File: config.mk
export PLATFORM = sky130hd
export DESIGN_NAME = ocg_top
export DESIGN_NICKNAME = d
export VERILOG_FILES = /design/src/ocg_pkg.sv /design/src/ocg_wait_counter.sv /design/src/ocg_top.sv
export SDC_FILE = /design/constraint.sdc
export NUM_CORES = 1
export LEC_CHECK = 0
export ABC_CLOCK_PERIOD_IN_PS = 2250
export BUFFER_PORTS_ARGS = -buffer_cell sky130_fd_sc_hd__buf_2
export CORE_UTILIZATION = 40
export DETAILED_ROUTE_END_ITERATION = 10
export PLACE_DENSITY = 0.65
export SKIP_LAST_GASP = 1
export SLEW_MARGIN = 20
export SYNTH_ARGS = -nofsm -noshare
export SYNTH_HDL_FRONTEND = slang
export SYNTH_HIERARCHICAL = 1
export SYNTH_SLANG_ARGS = --single-unit
File: constraint.sdc
create_clock -name i_clk -period 2.25 [get_ports i_clk]
set_input_delay 0.1125 -clock i_clk [delete_from_list [all_inputs] [get_ports i_clk]]
set_output_delay 0.1125 -clock i_clk [all_outputs]
set_load 0.1 [all_outputs]
File: src/ocg_pkg.sv
// shared constants and types for the oscillator wait and clock gating block
package ocg_pkg;

  // register indices; the byte address on the bus is four times the index
  localparam logic [15:0] IDX_AUX_B_CTRL = 16'h5065; // aux clock b control
  localparam logic [15:0] IDX_OSC_WAIT = 16'h507D; // osc_stabilization_wait
  localparam logic [15:0] IDX_PCLK_GATE = 16'h5080; // peripheral_clock_gate
  localparam logic [15:0] IDX_CORE_GEAR = 16'h5081; // core_clock_gear

  // field positions inside the byte-wide registers
  localparam int unsigned FAST_WAIT_LSB = 6; // fast_osc_wait_select [7:6]
  localparam int unsigned SLOW_WAIT_LSB = 0; // slow_osc_wait_select [1:0]
  localparam int unsigned PCLK_EN_LSB = 0; // peripheral_clock_enable [1:0]
  localparam int unsigned GEAR_LSB = 0; // core_clock_gear_select [1:0]
  localparam int unsigned AUX_B_EN_BIT = 0; // aux_clock_b_output_enable

  // values after reset
  localparam logic [1:0] FAST_WAIT_RST = 2'h0; // 64 cycles
  localparam logic [1:0] SLOW_WAIT_RST = 2'h0; // 16384 cycles
  localparam logic [1:0] PCLK_EN_RST = 2'h3; // peripheral clock on
  localparam logic [1:0] GEAR_RST = 2'h0; // core at 1/1
  localparam logic AUX_B_EN_RST = 1'b0; // aux output b stopped

  // field codes
  localparam logic [1:0] PCLK_ON = 2'h3; // supply peripheral clock
  localparam logic [1:0] SLOW_WAIT_SHORT_CODE = 2'h2; // 4096 cycles

  // wait counts in oscillator cycles
  localparam int unsigned FAST_CNT_W = 7;
  localparam int unsigned SLOW_CNT_W = 15;
  localparam logic [FAST_CNT_W-1:0] FAST_WAIT_8 = 7'h08;
  localparam logic [FAST_CNT_W-1:0] FAST_WAIT_16 = 7'h10;
  localparam logic [FAST_CNT_W-1:0] FAST_WAIT_32 = 7'h20;
  localparam logic [FAST_CNT_W-1:0] FAST_WAIT_64 = 7'h40;
  localparam int unsigned SLOW_WAIT_SHORT_CYC = 4096;
  localparam int unsigned SLOW_WAIT_LONG_CYC = 16384;

  // bus geometry
  localparam int unsigned AVS_ADDR_W = 18; // byte address
  localparam int unsigned AVS_DATA_W = 32;

  // avalon request from the master
  typedef struct packed {
    logic read;
    logic write;
    logic [AVS_ADDR_W-1:0] address;
    logic [AVS_DATA_W-1:0] writedata;
    logic [3:0] byteenable;
  } ocg_avs_req_t;

  // oscillator status toward the system
  typedef struct packed {
    logic on; // oscillator running
    logic tick; // one pulse per oscillator cycle
  } ocg_osc_t;

endpackage

File: src/ocg_wait_counter.sv
`timescale 1ns/1ps
`default_nettype none
// counts oscillator ticks after start and flags the clock as stable
module ocg_wait_counter
  import ocg_pkg::*;
#(
  parameter int unsigned CNT_W = 7
)(
  input wire logic i_clk,
  input wire logic i_sys_rst,
  input wire ocg_osc_t i_osc,
  input wire logic [CNT_W-1:0] i_wait_cycles,
  output logic o_stable
);

  logic [CNT_W-1:0] cnt_r; // ticks seen since start
  logic stable_r; // wait has elapsed
  logic last_tick; // this tick completes the wait

  // compare with >= so a shortened selection mid-wait still ends it
  assign last_tick = (cnt_r >= CNT_W'(i_wait_cycles - CNT_W'(1)));

  // wait sequencer
  always_ff @(posedge i_clk or posedge i_sys_rst)
  begin
    if (i_sys_rst)
    begin
      cnt_r <= '0;
      stable_r <= 1'b0;
    end
    else if (!i_osc.on)
    begin
      // stopped oscillator restarts the wait
      cnt_r <= '0;
      stable_r <= 1'b0;
    end
    else if (!stable_r && i_osc.tick)
    begin
      if (last_tick)
      begin
        stable_r <= 1'b1; // RULE3 RULE8
        cnt_r <= '0;
      end
      else
      begin
        cnt_r <= CNT_W'(cnt_r + CNT_W'(1));
      end
    end
  end

  assign o_stable = stable_r;

endmodule
`default_nettype wire

File: src/ocg_top.sv
`timescale 1ns/1ps
`default_nettype none
// Contract
// RULE1: aux output b enable drives pin, resets 0
// RULE2: fast wait codes 3,2,1,0 = 8,16,32,64
// RULE3: fast clock withheld until wait counted
// RULE4: reset sets fast wait to 64 cycles
// RULE5: cpu runs only after fast wait done
// RULE6: software may pick shortest fast wait later
// RULE7: slow wait 2=4096, 0=16384, others reserved
// RULE8: slow clock withheld until wait counted
// RULE9: reset sets slow wait to 16384 cycles
// RULE10: software shortens slow wait only with care
// RULE11: peripheral enable 3 supplies, 0 stops
// RULE12: peripheral enable resets to 3
// RULE13: software never writes peripheral enable 1 or 2
// RULE14: software stops peripheral clock only when unused
// RULE15: non-peripheral outputs run while peripheral stopped
// RULE16: gear 3,2,1,0 = 1/8,1/4,1/2,1/1, resets 0
// RULE17: software picks slowest adequate core gear
// RULE18: reserved bits read 0, writes ignored
// RULE19: gear and gate changes make no runt pulses
module ocg_top
  import ocg_pkg::*;
#(
  parameter int unsigned SLOW_WAIT_LONG = SLOW_WAIT_LONG_CYC,
  parameter int unsigned SLOW_WAIT_SHORT = SLOW_WAIT_SHORT_CYC
)(
  input wire logic i_clk,
  input wire logic i_sys_rst,
  input wire ocg_avs_req_t i_avs,
  output logic [AVS_DATA_W-1:0] o_avs_readdata,
  output logic o_avs_waitrequest,
  input wire ocg_osc_t i_fast_oscillator,
  input wire ocg_osc_t i_slow_oscillator,
  input wire logic i_aux_clock_b,
  output logic o_fast_osc_ready,
  output logic o_slow_osc_ready,
  output logic o_cpu_run,
  output logic o_core_clock_en,
  output logic o_periph_clock_en,
  output logic o_aux_clock_output_b
);

  // ---------------------------------------------------------------
  // register state
  // ---------------------------------------------------------------
  logic [1:0] fast_wait_sel_r; // fast_osc_wait_select
  logic [1:0] slow_wait_sel_r; // slow_osc_wait_select
  logic [1:0] pclk_en_r; // peripheral_clock_enable
  logic [1:0] gear_sel_r; // core_clock_gear_select
  logic aux_b_en_r; // aux_clock_b_output_enable

  // ---------------------------------------------------------------
  // bus slave state
  // ---------------------------------------------------------------
  logic wait_r; // waitrequest, high until answer
  logic [AVS_DATA_W-1:0] rdata_r; // captured read data
  logic req; // read or write pending
  logic wr_fire; // write commits this edge
  logic wr_lane0; // low byte lane enabled
  logic [15:0] idx; // register index from address
  logic [7:0] rd_byte; // byte selected for reading

  // ---------------------------------------------------------------
  // clock output state
  // ---------------------------------------------------------------
  logic fast_stable; // fast wait elapsed
  logic slow_stable; // slow wait elapsed
  logic [FAST_CNT_W-1:0] fast_wait_cyc; // decoded fast wait
  logic [SLOW_CNT_W-1:0] slow_wait_cyc; // decoded slow wait
  logic cpu_run_r; // core released after reset
  logic fast_rdy_r; // registered fast ready
  logic slow_rdy_r; // registered slow ready
  logic [2:0] div_cnt_r; // core divider phase
  logic [1:0] gear_act_r; // gear in force this period
  logic [2:0] div_limit; // last phase of current period
  logic period_end; // divider wraps this cycle
  logic core_en_r; // core clock enable pulse
  logic pclk_on_r; // peripheral clock enable level
  logic aux_out_r; // aux output b pin level

  // ---------------------------------------------------------------
  // address decode
  // ---------------------------------------------------------------
  // byte address, word aligned; low two bits are ignored
  assign idx = i_avs.address[AVS_ADDR_W-1:2];
  assign req = i_avs.read || i_avs.write;
  // the write lands on the edge that sees waitrequest low
  assign wr_fire = i_avs.write && !wait_r;
  assign wr_lane0 = i_avs.byteenable[0];

  // read mux, reserved bits and unmapped words read zero
  always_comb
  begin
    rd_byte = 8'h00;
    unique case (idx)
      IDX_OSC_WAIT:
      begin
        rd_byte[FAST_WAIT_LSB +: 2] = fast_wait_sel_r; // RULE18
        rd_byte[SLOW_WAIT_LSB +: 2] = slow_wait_sel_r;
      end
      IDX_PCLK_GATE:
      begin
        rd_byte[PCLK_EN_LSB +: 2] = pclk_en_r; // RULE18
      end
      IDX_CORE_GEAR:
      begin
        rd_byte[GEAR_LSB +: 2] = gear_sel_r; // RULE18
      end
      IDX_AUX_B_CTRL:
      begin
        rd_byte[AUX_B_EN_BIT] = aux_b_en_r;
      end
      default:
      begin
        rd_byte = 8'h00; // unmapped address
      end
    endcase
  end

  // ---------------------------------------------------------------
  // avalon handshake: one wait state per access
  // ---------------------------------------------------------------
  always_ff @(posedge i_clk or posedge i_sys_rst)
  begin
    if (i_sys_rst)
    begin
      wait_r <= 1'b1;
    end
    else if (req && wait_r)
    begin
      // answer on the next edge
      wait_r <= 1'b0;
    end
    else
    begin
      // back to busy after the answer
      wait_r <= 1'b1;
    end
  end

  // read data captured in the busy cycle, stands in the answer cycle
  always_ff @(posedge i_clk or posedge i_sys_rst)
  begin
    if (i_sys_rst)
    begin
      rdata_r <= 32'h0000_0000;
    end
    else if (i_avs.read && wait_r)
    begin
      rdata_r <= {24'h00_0000, rd_byte};
    end
  end

  // ---------------------------------------------------------------
  // register writes; only defined field bits are stored
  // ---------------------------------------------------------------
  // wait selection register
  always_ff @(posedge i_clk or posedge i_sys_rst)
  begin
    if (i_sys_rst)
    begin
      fast_wait_sel_r <= FAST_WAIT_RST; // RULE4
      slow_wait_sel_r <= SLOW_WAIT_RST; // RULE9
    end
    else if (wr_fire && wr_lane0 && idx == IDX_OSC_WAIT)
    begin
      // bits 5:2 are dropped here
      fast_wait_sel_r <= i_avs.writedata[FAST_WAIT_LSB +: 2]; // RULE18
      slow_wait_sel_r <= i_avs.writedata[SLOW_WAIT_LSB +: 2];
    end
  end

  // peripheral clock gate register
  always_ff @(posedge i_clk or posedge i_sys_rst)
  begin
    if (i_sys_rst)
    begin
      pclk_en_r <= PCLK_EN_RST; // RULE12
    end
    else if (wr_fire && wr_lane0 && idx == IDX_PCLK_GATE)
    begin
      pclk_en_r <= i_avs.writedata[PCLK_EN_LSB +: 2]; // RULE18
    end
  end

  // core gear register
  always_ff @(posedge i_clk or posedge i_sys_rst)
  begin
    if (i_sys_rst)
    begin
      gear_sel_r <= GEAR_RST; // RULE16
    end
    else if (wr_fire && wr_lane0 && idx == IDX_CORE_GEAR)
    begin
      gear_sel_r <= i_avs.writedata[GEAR_LSB +: 2]; // RULE18
    end
  end

  // aux output b enable register
  always_ff @(posedge i_clk or posedge i_sys_rst)
  begin
    if (i_sys_rst)
    begin
      aux_b_en_r <= AUX_B_EN_RST; // RULE1
    end
    else if (wr_fire && wr_lane0 && idx == IDX_AUX_B_CTRL)
    begin
      aux_b_en_r <= i_avs.writedata[AUX_B_EN_BIT]; // RULE1
    end
  end

  // ---------------------------------------------------------------
  // stabilization wait decode
  // ---------------------------------------------------------------
  // fast oscillator wait length
  always_comb
  begin
    unique case (fast_wait_sel_r)
      2'h3: fast_wait_cyc = FAST_WAIT_8; // RULE2
      2'h2: fast_wait_cyc = FAST_WAIT_16; // RULE2
      2'h1: fast_wait_cyc = FAST_WAIT_32; // RULE2
      2'h0: fast_wait_cyc = FAST_WAIT_64; // RULE2
    endcase
  end

  // slow oscillator wait; reserved codes fall back to the long wait
  always_comb
  begin
    if (slow_wait_sel_r == SLOW_WAIT_SHORT_CODE)
    begin
      slow_wait_cyc = SLOW_CNT_W'(SLOW_WAIT_SHORT); // RULE7
    end
    else
    begin
      slow_wait_cyc = SLOW_CNT_W'(SLOW_WAIT_LONG); // RULE7
    end
  end

  // fast oscillator wait counter
  ocg_wait_counter #(
    .CNT_W(FAST_CNT_W)
  ) u_fast_wait (
    .i_clk(i_clk),
    .i_sys_rst(i_sys_rst),
    .i_osc(i_fast_oscillator),
    .i_wait_cycles(fast_wait_cyc),
    .o_stable(fast_stable)
  );

  // slow oscillator wait counter
  ocg_wait_counter #(
    .CNT_W(SLOW_CNT_W)
  ) u_slow_wait (
    .i_clk(i_clk),
    .i_sys_rst(i_sys_rst),
    .i_osc(i_slow_oscillator),
    .i_wait_cycles(slow_wait_cyc),
    .o_stable(slow_stable)
  );

  // ready flags toward the system clock switch
  always_ff @(posedge i_clk or posedge i_sys_rst)
  begin
    if (i_sys_rst)
    begin
      fast_rdy_r <= 1'b0;
      slow_rdy_r <= 1'b0;
    end
    else
    begin
      fast_rdy_r <= fast_stable; // RULE3
      slow_rdy_r <= slow_stable; // RULE8
    end
  end

  // core release: once set, stays until the next reset
  always_ff @(posedge i_clk or posedge i_sys_rst)
  begin
    if (i_sys_rst)
    begin
      cpu_run_r <= 1'b0;
    end
    else if (fast_stable)
    begin
      cpu_run_r <= 1'b1; // RULE5
    end
  end

  // ---------------------------------------------------------------
  // core clock gear divider
  // ---------------------------------------------------------------
  // ratio 2^gear, so the last phase is 2^gear - 1
  assign div_limit = 3'((4'h1 << gear_act_r) - 4'h1);
  assign period_end = (div_cnt_r == div_limit);

  // divider; new gear is adopted only at a period boundary
  always_ff @(posedge i_clk or posedge i_sys_rst)
  begin
    if (i_sys_rst)
    begin
      div_cnt_r <= 3'h0;
      gear_act_r <= GEAR_RST;
    end
    else if (period_end)
    begin
      div_cnt_r <= 3'h0;
      gear_act_r <= gear_sel_r; // RULE19
    end
    else
    begin
      div_cnt_r <= 3'(div_cnt_r + 3'h1); // RULE16
    end
  end

  // one enable pulse per whole period, only once the core is released
  always_ff @(posedge i_clk or posedge i_sys_rst)
  begin
    if (i_sys_rst)
    begin
      core_en_r <= 1'b0;
    end
    else
    begin
      core_en_r <= cpu_run_r && period_end; // RULE5 RULE16
    end
  end

  // ---------------------------------------------------------------
  // peripheral clock gate
  // ---------------------------------------------------------------
  // level enable changes on a clock edge, so no partial pulse
  always_ff @(posedge i_clk or posedge i_sys_rst)
  begin
    if (i_sys_rst)
    begin
      pclk_on_r <= 1'b1;
    end
    else
    begin
      // codes 1 and 2 are treated as off
      pclk_on_r <= (pclk_en_r == PCLK_ON); // RULE11 RULE19
    end
  end

  // ---------------------------------------------------------------
  // aux clock output b; independent of the peripheral gate
  // ---------------------------------------------------------------
  always_ff @(posedge i_clk or posedge i_sys_rst)
  begin
    if (i_sys_rst)
    begin
      aux_out_r <= 1'b0;
    end
    else
    begin
      aux_out_r <= aux_b_en_r && i_aux_clock_b; // RULE1 RULE15
    end
  end

  // ---------------------------------------------------------------
  // outputs, all from flip-flops
  // ---------------------------------------------------------------
  assign o_avs_readdata = rdata_r;
  assign o_avs_waitrequest = wait_r;
  assign o_fast_osc_ready = fast_rdy_r;
  assign o_slow_osc_ready = slow_rdy_r;
  assign o_cpu_run = cpu_run_r;
  assign o_core_clock_en = core_en_r;
  assign o_periph_clock_en = pclk_on_r;
  assign o_aux_clock_output_b = aux_out_r;

endmodule
`default_nettype wire

==> results of run 1 <==
worst max-delay path, cell delays in order, from the launching register on:
cell and delay, ps:
dfrtp_1 410, nand2b_4 90, inv_4 40, buf_4 120, buf_4 120, xnor2_1 130, ha_1 330, nand4_4 130
nor2_4 60, a2111oi_4 360, buf_4 210, a21oi_4 90, nor2_2 130
per-layer routing:
| metal | up-vias | GRT usage |
|---|---|---|
| met4 | 0 | 0.0336 |
| li1 | 1398 | - |
| met3 | 2 | 0.0221 |
| met2 | 35 | 0.262 |
| met1 | 1318 | 0.199 |
| met5 | - | 0 |
power groups by stage:
| stage | clock network (mW) | registers, mW | logic (mW) |
|---|---|---|---|
| 3_3_place_gp | 0 | 0.968 | 0.537 |
| 3_5_place_dp | 0 | 0.971 | 0.550 |
| 2_1_floorplan | 0 | 0.989 | 0.477 |
| 6_report | 0.645 | 0.953 | 0.573 |
| 5_1_grt | 0.701 | 0.959 | 0.631 |
| 4_1_cts | 0.670 | 0.953 | 0.559 |
synth_stat cells, types with 2 or more instances:
cell,instances,area share
and2_1,8,0.014
nand4_2,2,0.0070
o21ai_0,4,0.0056
nand2_1,23,0.024
dfstp_2,4,0.030
xor2_1,6,0.015
nor4_2,2,0.0070
o211ai_2,2,0.0070
a22o_1,4,0.0099
xnor2_1,29,0.072
nand3_1,11,0.016
nor4_4,2,0.012
inv_1,21,0.022
nor3_2,2,0.0056
ha_1,27,0.095
mux2_2,12,0.038
a21oi_1,16,0.023
nor4_1,3,0.0053
nor2b_1,4,0.0070
o22ai_1,2,0.0035
nor3_1,11,0.016
a211oi_1,5,0.011
buf_4,29,0.061
nor3b_1,2,0.0042
nand4_1,5,0.0088
dfrtp_1,45,0.32
o21ai_1,6,0.0085
nor2_1,28,0.030
and3_1,4,0.0070
nand2b_1,5,0.0088
mux2i_1,2,0.0056
nand3b_1,2,0.0042
through the flow:
step           area [sq um]  std cells
2_1_floorplan          3830        435
3_3_place_gp           4020        564
3_5_place_dp           4020        564
4_1_cts                4230        578
5_1_grt                4320        581
6_report               4320        581
repair_timing:
item / 4_1_cts / 5_1_grt
pin swaps: 8 / 20
hold endpoints to repair: 46 / 0
endpoints found under the setup margin: 15 / 24
gates resized for setup: 9 / 13
gates cloned: 0 / 1
buffers inserted: 6 / 2
hold buffers: 2 / 0
layout make-up:
| type | count | area (sq um) | share of cell area |
|---|---|---|---|
| Tap cell | 108 | 135 | 0.0313 |
| Timing Repair Buffer | 59 | 352 | 0.0814 |
| Sequential cell | 49 | 1230 | 0.285 |
| Clock inverter | 2 | 37.5 | 0.00869 |
| Multi-Input combinational cell | 335 | 2390 | 0.555 |
| Inverter | 22 | 85.1 | 0.0197 |
| Clock buffer | 6 | 82.6 | 0.0191 |
final timing paths:
check	start	to	slack [ps]
min in group asynchronous	i_sys_rst	o_slow_osc_ready	240
max	slow_wait_sel_r[1]	u_slow_wait/cnt_r[8]	-30
min	i_avs[55]	o_avs_waitrequest	20
max reg2reg	slow_wait_sel_r[1]	u_slow_wait/cnt_r[8]	-30
max in group asynchronous	i_sys_rst	u_slow_wait/cnt_r[13]	1410
min reg2reg	u_slow_wait/o_stable	o_slow_osc_ready	410
flip-flops by register name, summed over array words and instances (netlist names):
signal / count
u_slow_wait/cnt_r: 15
u_fast_wait/cnt_r: 7
o_avs_readdata: 4
div_cnt_r: 3
fast_wait_sel_r: 2
gear_act_r: 2
gear_sel_r: 2
pclk_en_r: 2
slow_wait_sel_r: 2
aux_b_en_r: 1
o_aux_clock_output_b: 1
o_avs_waitrequest: 1
o_core_clock_en: 1
o_cpu_run: 1
o_fast_osc_ready: 1
o_periph_clock_en: 1
o_slow_osc_ready: 1
u_fast_wait/o_stable: 1
u_slow_wait/o_stable: 1
cell families after synthesis:
group	after synthesis	share of synthesized area
simple gates	128	0.220
compound gates	55	0.119
buf+inv	52	0.0878
flops	49	0.347
xor+xnor	35	0.0864
fa+ha+maj	27	0.0952
mux	14	0.0437
other cells	1	0.00106
==> flow_summary.json, run 1 <==
{
  "run_status": "complete, but fails checks",
  "violations": "negative setup slack",
  "critPathRequiredTime_ps": 2490,
  "skew_ps": 7.33,
  "track_usage": 0.151,
  "async_flop_share": 1.00,
  "ys_seq_elements": 49,
  "avgSynthCellArea_sq_um": 9.83,
  "cts_max_level": 2,
  "fin_ws_ps": -27.2,
  "detail-route-antenna-nets": 0,
  "nets": 562,
  "clk_latency_ps": 290,
  "first_global_vias": 2464,
  "syn2layout_area_growth_pct": 21.6,
  "die_w_microns": 96.2,
  "power_mw": 2.17,
  "dr_wl_met3_microns": 157,
  "cts-root-buf": "clkbuf_8",
  "hold_class": "input pin to flop",
  "p_seq_frac": 0.439,
  "dr_wl_met2_microns": 3400,
  "slew_viol_final": 0,
  "layout_common_cells": "75 x conb_1, 45 x dfrtp_1, 40 x buf_2",
  "first_iter_violations": 100,
  "combPwrFrac": 0.264,
  "globalRoute.totalOverflow": 0,
  "fin_crit_ps": 2280,
  "grt_max_degree": 23,
  "ys_warn_count": 6,
  "core_area_sq_um": 8640,
  "setup_viol": 6,
  "reg2reg_depth": 12,
  "fp.dieH_microns": 96.2,
  "sw_frac_of_total": 0.345,
  "yosysUniqueCellTypes": 65,
  "drive_gt1_frac": 0.260,
  "clock.fmax_mhz": 439,
  "vias": 2753,
  "netlist_instances": 361,
  "hpwlAfterDp_microns": 5350,
  "diodes": 0,
  "critPathMaxFanout": 6,
  "crit_type": "flop to flop",
  "hold_depth": 2,
  "power.switching_mw": 0.749,
  "ys_seq_area_frac": 0.347,
  "rsz0062_at_grt": "yes",
  "fin_hold_ws_ps": 15.7,
  "wl_microns": 6740,
  "num_rows": 34,
  "worstMarginPinSlew_ps": 604,
  "cts_tree": "built",
  "drc": 0,
  "clk_pin_slew_ps": 90,
  "clock_sinks": 49,
  "setup_tns_ps": -109,
  "power_density_nw_per_um2": 503,
  "place_congestion": 0.784,
  "start_util": 0.411,
  "die_area_sq_um": 9250,
  "power.internal_mw": 1.42,
  "end_kind": "flop",
  "cts_made_buffers": 5,
  "port_buffers": 40,
  "cap_violations": 0,
  "wl_met1_microns": 3170,
  "io_pins": 102,
  "fill_cells": 810,
  "finish.utilization": 0.500,
  "clock_path_buffers": 2,
  "critPathArrivalTime_ps": 2510,
  "ir_drop_uv": 373,
  "antenna_found_initial": 0,
  "via_per_inst": 4.74,
  "start_kind": "flop",
  "post_drt_wl_per_cell_microns": 11.6,
  "synth_area_sq_um": 3550,
  "final_common_cell": "conb_1",
  "clkPwrFrac": 0.297,
  "firstDrtPassIters": 4,
  "pre_cts_ws_ps": -124,
  "synth-edff-count": 0,
  "slew-limit-headroom": 0.597,
  "final.period_utilization": 1.01,
  "hold_viol": 0,
  "top_layer_used": "met4",
  "leakage_nw": 2.06,
  "grt_pass1_wl_microns": 11000,
  "synth_ff_type": "dfrtp_1"
}
No activity file was read; power rests on OpenSTA's default activity.
==> run 2: changes to the inputs <==
Settings changed: CORE_MARGIN from default to 2, GPL_TIMING_DRIVEN from default to 0, HOLD_SLACK_MARGIN from default to 0.1.
==> run 2 against run 1 <==
The run still ends with negative setup slack left. Worst hold slack better by 160 ps. Critical endpoint is now u_slow_wait/cnt_r[3]. Cell area up 7.9%. Power up 6.9%. Clock power up 14%. Sequential share of layout area down 2.1 points. Register-to-register slack worse by 130 ps. Highest routed layer unchanged. First-iteration DRC count down 33%. Critical path depth unchanged. Global-route usage down 0.067 points. Final cell count up 5.3%. Clock skew up 1.9 ps.
==> flow_summary.json, run 2 (synthesis results as in run 1) <==
{
  "fp.dieH_microns": 98.2,
  "wl_microns": 7070,
  "critPathMaxFanout": 3,
  "slowest_delay_ps": 490,
  "critPathArrivalTime_ps": 2640,
  "rsz0062_at_grt": "yes",
  "setup_tns_ps": -2000,
  "slew_viol_final": 0,
  "final.period_utilization": 1.07,
  "largest_reg_flops": 15,
  "cts-root-buf": "clkbuf_8",
  "globalRoute.totalOverflow": 0,
  "dr_wl_met3_microns": 171,
  "detail-route-antenna-nets": 0,
  "track_usage": 0.151,
  "first_iter_violations": 67,
  "run_status": "complete, but fails checks",
  "clock_sinks": 49,
  "syn2layout_area_growth_pct": 31.3,
  "finish.utilization": 0.537,
  "hpwlAfterDp_microns": 5400,
  "core_area_sq_um": 8680,
  "regMostFlops": "u_slow_wait/cnt_r",
  "fin_ws_ps": -161,
  "crit_type": "flop to flop",
  "drive_gt1_frac": 0.315,
  "slew-limit-headroom": 0.384,
  "end_kind": "flop",
  "r2r_setup_slack_ps": -160,
  "cts_made_buffers": 5,
  "vias": 2840,
  "stdcell_area_sq_um": 4660,
  "diodes": 0,
  "clk_latency_ps": 300,
  "io_pins": 102,
  "clock_path_buffers": 2,
  "clk_pin_slew_ps": 90,
  "die_w_microns": 98.2,
  "start_util": 0.409,
  "path_cells": "nand2b_4 > inv_4 > nor3_4 > nand2_1 > xor2_1 > ha_1 > nand4_4 > nor2_4 > a2111oi_4 > nand2_2 > buf_4 > o22ai_2",
  "hold_class": "input pin to flop",
  "power_density_nw_per_um2": 498,
  "start_kind": "flop",
  "first_global_vias": 2792,
  "fin_hold_ws_ps": 176,
  "endpoint": "u_slow_wait/cnt_r[3]",
  "layout_common_cells": "75 x conb_1, 44 x dfrtp_1, 39 x buf_2",
  "grt_max_degree": 26,
  "via_per_inst": 4.64,
  "critPathRequiredTime_ps": 2480,
  "violations": "negative setup slack",
  "dr_wl_met2_microns": 3810,
  "nets": 593,
  "ir_drop_uv": 296,
  "multi_input_area_sq_um": 2450,
  "fill_cells": 819,
  "cts_tree": "built",
  "die_area_sq_um": 9640,
  "grt_pass1_wl_microns": 12300,
  "reg2reg_depth": 12,
  "cts_max_level": 2,
  "fin_crit_ps": 2410,
  "port_buffers": 39,
  "wl_met1_microns": 3030,
  "final_common_cell": "conb_1",
  "pre_cts_ws_ps": -297,
  "leakage_nw": 2.23,
  "setup_viol": 15,
  "firstDrtPassIters": 4,
  "top_layer_used": "met4",
  "crit_start": "slow_wait_sel_r[1]",
  "worstMarginPinSlew_ps": 922,
  "clock.fmax_mhz": 415,
  "slowest_stage": "a2111oi_4",
  "num_rows": 34,
  "skew_ps": 9.23,
  "antenna_found_initial": 0,
  "place_congestion": 0.778,
  "seqCellArea_sq_um": 1230,
  "dpl_cell_area_sq_um": 4170,
  "post_drt_wl_per_cell_microns": 11.6,
  "cap_violations": 0,
  "drc": 0,
  "hold_viol": 0,
  "rr_startpoint": "slow_wait_sel_r[1]",
  "r2r_end": "u_slow_wait/cnt_r[3]"
}
==> run 2: layer usage <==
metal,GRT usage,vias to the layer above
met1,0.187,1341
met4,0.0358,0
li1,-,1450
met5,0,-
met3,0.0186,6
met2,0.279,43
==> run 2: worst min-delay path by stage <==
stage                              start                   end  slack [ps]  cells after the start
floorplan                      i_sys_rst  u_fast_wait/cnt_r[0]         -70                      1
global placement               i_sys_rst  u_fast_wait/o_stable         100                      2
detailed placement             i_sys_rst  u_fast_wait/o_stable         100                      2
CTS                 i_fast_oscillator[0]  u_fast_wait/cnt_r[0]         170                      4
global route        i_slow_oscillator[0]  u_slow_wait/o_stable         180                      3
finish              i_fast_oscillator[0]  u_fast_wait/cnt_r[0]         180                      4
==> run 2: cell type report <==
class | instances | share of cell area
Clock buffer | 5 | 0.0148
Multi-Input combinational cell | 334 | 0.525
Timing Repair Buffer | 61 | 0.0843
Inverter | 22 | 0.0183
Tap cell | 108 | 0.0290
Sequential cell | 49 | 0.265
Buffer | 30 | 0.0499
Clock inverter | 3 | 0.0140
==> run 2: power breakdown <==
part / internal (mW) / total, mW / switching [mW]
clock: 0.442 / 0.737 / 0.295
combinational: 0.196 / 0.632 / 0.436
sequential: 0.914 / 0.952 / 0.0386
==> run 2: timing repair <==
action / CTS / global route
gates cloned: 1 / 0
hold buffers: 10 / 0
endpoints found under the hold margin: 56 / 0
pin swaps: 22 / 14
resized for setup: 18 / 28
endpoints found under the setup margin: 17 / 24
setup buffers: 8 / 3
==> run 2: metrics by stage <==
stage	std cells	total power [mW]
6_report	612	2.32
5_1_grt	612	2.43
4_1_cts	609	2.31
3_5_place_dp	582	1.56
3_3_place_gp	582	1.54
2_1_floorplan	435	1.47
==> run 2: worst max-delay path: cells and delay by family, from the launching register on <==
kind	cells	cell delay, ps
AO/OA/AOI/OAI	2	570
XOR/XNOR	1	140
adder cells (fa/ha/maj)	1	340
buffers and inverters	2	200
flip-flops	1	430
AND/OR/NAND/NOR	6	630
==> run 3: changes to the inputs <==
Settings changed: RECOVER_POWER from default to 50.
==> run 3 against run 2 <==
Core utilization down 0.17 points. Setup slack better by 3.4 ps. The run still ends with negative setup slack left. Final cell count unchanged. Routed wire length down 0.25%. Critical path depth unchanged. First-iteration DRC count down 1.5%. Count of clock-buffer cells in the layout unchanged. Sequential power about the same. Die area unchanged. Combinational power about the same.
==> flow_summary.json, run 3 (synthesis results as in run 1) <==
{
  "fin_ws_ps": -158,
  "fp.dieH_microns": 98.2,
  "clk_latency_ps": 300,
  "fill_cells": 828,
  "clock_path_buffers": 2,
  "cts_max_level": 2,
  "stdcell_area_sq_um": 4640,
  "grt_max_degree": 26,
  "post_drt_wl_per_cell_microns": 11.5,
  "hold_viol": 0,
  "hold_class": "input pin to flop",
  "critPathArrivalTime_ps": 2640,
  "slew_viol_final": 0,
  "track_usage": 0.151,
  "drc": 0,
  "crit_type": "flop to flop",
  "port_buffers": 39,
  "regMostFlops": "u_slow_wait/cnt_r",
  "path_delay_family": "simple AND/OR/NAND/NOR gates",
  "cts_tree": "built",
  "numPlacedInstances": 582,
  "firstDrtPassIters": 4,
  "critPathMaxFanout": 3,
  "core_area_sq_um": 8680,
  "worstMarginPinSlew_ps": 1180,
  "vias": 2836,
  "setup_viol": 15,
  "first_iter_violations": 66,
  "wl_microns": 7050,
  "skew_ps": 9.66,
  "grt_pass1_wl_microns": 12300,
  "die_area_sq_um": 9640,
  "cap_violations": 0,
  "violations": "negative setup slack",
  "nets": 593,
  "via_per_inst": 4.63,
  "rsz0062_at_grt": "yes",
  "start_util": 0.409,
  "place_congestion": 0.778,
  "slew-limit-headroom": 0.219,
  "diodes": 0,
  "clock_sinks": 49,
  "slowest_stage": "a2111oi_4",
  "drive_gt1_frac": 0.296,
  "top_layer_used": "met4",
  "io_pins": 102,
  "critPathRequiredTime_ps": 2480,
  "dpl_cell_area_sq_um": 4170,
  "detail-route-antenna-nets": 0,
  "final_common_cell": "conb_1",
  "dr_wl_met3_microns": 167,
  "power_density_nw_per_um2": 500,
  "end_kind": "flop",
  "first_global_vias": 2792,
  "run_status": "complete, but fails checks",
  "slowest_delay_ps": 490,
  "start_kind": "flop",
  "ir_drop_uv": 296,
  "path_cells": "nand2b_4 > inv_4 > nor3_4 > nand2_1 > xor2_1 > ha_1 > nand4_4 > nor2_4 > a2111oi_4 > nand2_2 > buf_4 > o22ai_2",
  "wl_met1_microns": 3010,
  "final.period_utilization": 1.07,
  "fin_crit_ps": 2410,
  "path_buf_inv": 2,
  "die_w_microns": 98.2,
  "num_rows": 34,
  "cts_made_buffers": 5,
  "layout_common_cells": "75 x conb_1, 44 x dfrtp_1, 37 x buf_4",
  "dr_wl_met2_microns": 3810,
  "clk_pin_slew_ps": 90,
  "leakage_nw": 2.19,
  "clock.fmax_mhz": 415,
  "cts-root-buf": "clkbuf_8",
  "largest_reg_flops": 15,
  "antenna_found_initial": 0,
  "stdcell_count": 612,
  "globalRoute.totalOverflow": 0,
  "syn2layout_area_growth_pct": 30.8,
  "hpwlAfterDp_microns": 5400
}
-- run 3: timing repair --
action / CTS / global route
endpoints found under the hold margin: 56 / 0
cloned: 1 / 0
endpoints found under the setup margin: 17 / 24
gates resized for setup: 18 / 28
buffers inserted: 8 / 3
pin swaps: 22 / 14
hold buffers: 10 / 0
-- run 3: report_power, final --
part,leakage (nW),switching (mW),total (mW),internal (mW)
registers,0.650,0.0385,0.952,0.914
clock network,0.0681,0.296,0.737,0.442
logic,1.47,0.436,0.631,0.195
total,2.19,0.771,2.32,1.55
-- run 3: path summary, 6_finish.rpt --
check	startpoint	endpoint	slack, ps	depth (start not counted)
worst max-delay path	slow_wait_sel_r[1]	u_slow_wait/cnt_r[3]	-160	12
worst min-delay path	i_fast_oscillator[0]	u_fast_wait/cnt_r[0]	180	4
worst max register to register	slow_wait_sel_r[1]	u_slow_wait/cnt_r[3]	-160	12
worst min register to register	u_slow_wait/o_stable	o_slow_osc_ready	400	0
max in group asynchronous	i_sys_rst	fast_wait_sel_r[1]	1050	3
min in group asynchronous	i_sys_rst	u_fast_wait/cnt_r[4]	310	3
-- run 3: layout make-up --
class / count / area, sq um / area share
Clock buffer: 5 / 68.8 / 0.0148
Tap cell: 108 / 135 / 0.0291
Buffer: 30 / 233 / 0.0501
Timing Repair Buffer: 61 / 378 / 0.0814
Multi-Input combinational cell: 334 / 2450 / 0.527
Inverter: 22 / 85.1 / 0.0183
Sequential cell: 49 / 1230 / 0.265
Clock inverter: 3 / 65.1 / 0.0140
-- run 3: stage by stage --
stage                      util  setup slack, ps  setup TNS [ps]  power (mW)  hold slack, ps
after floorplan               -             7.02               0        1.47           -71.8
final                     0.535             -158           -1990        2.32             176
after global placement    0.480             -225           -2780        1.54            96.0
after global routing      0.535             -302           -4100        2.43             185
after detailed placement  0.480             -297           -3710        1.56             102
after CTS                 0.523             -139           -1560        2.31             171
-- run 3: layer usage --
layer,up-vias,global-route usage
met5,-,0
met4,0,0.0358
met3,6,0.0186
met2,40,0.279
met1,1340,0.187
li1,1450,-
-- run 3: worst min-delay path: stages --
cell      delay, ps
buf_2           110
nand2b_4         80
nand3_1          80
o21ai_1          50
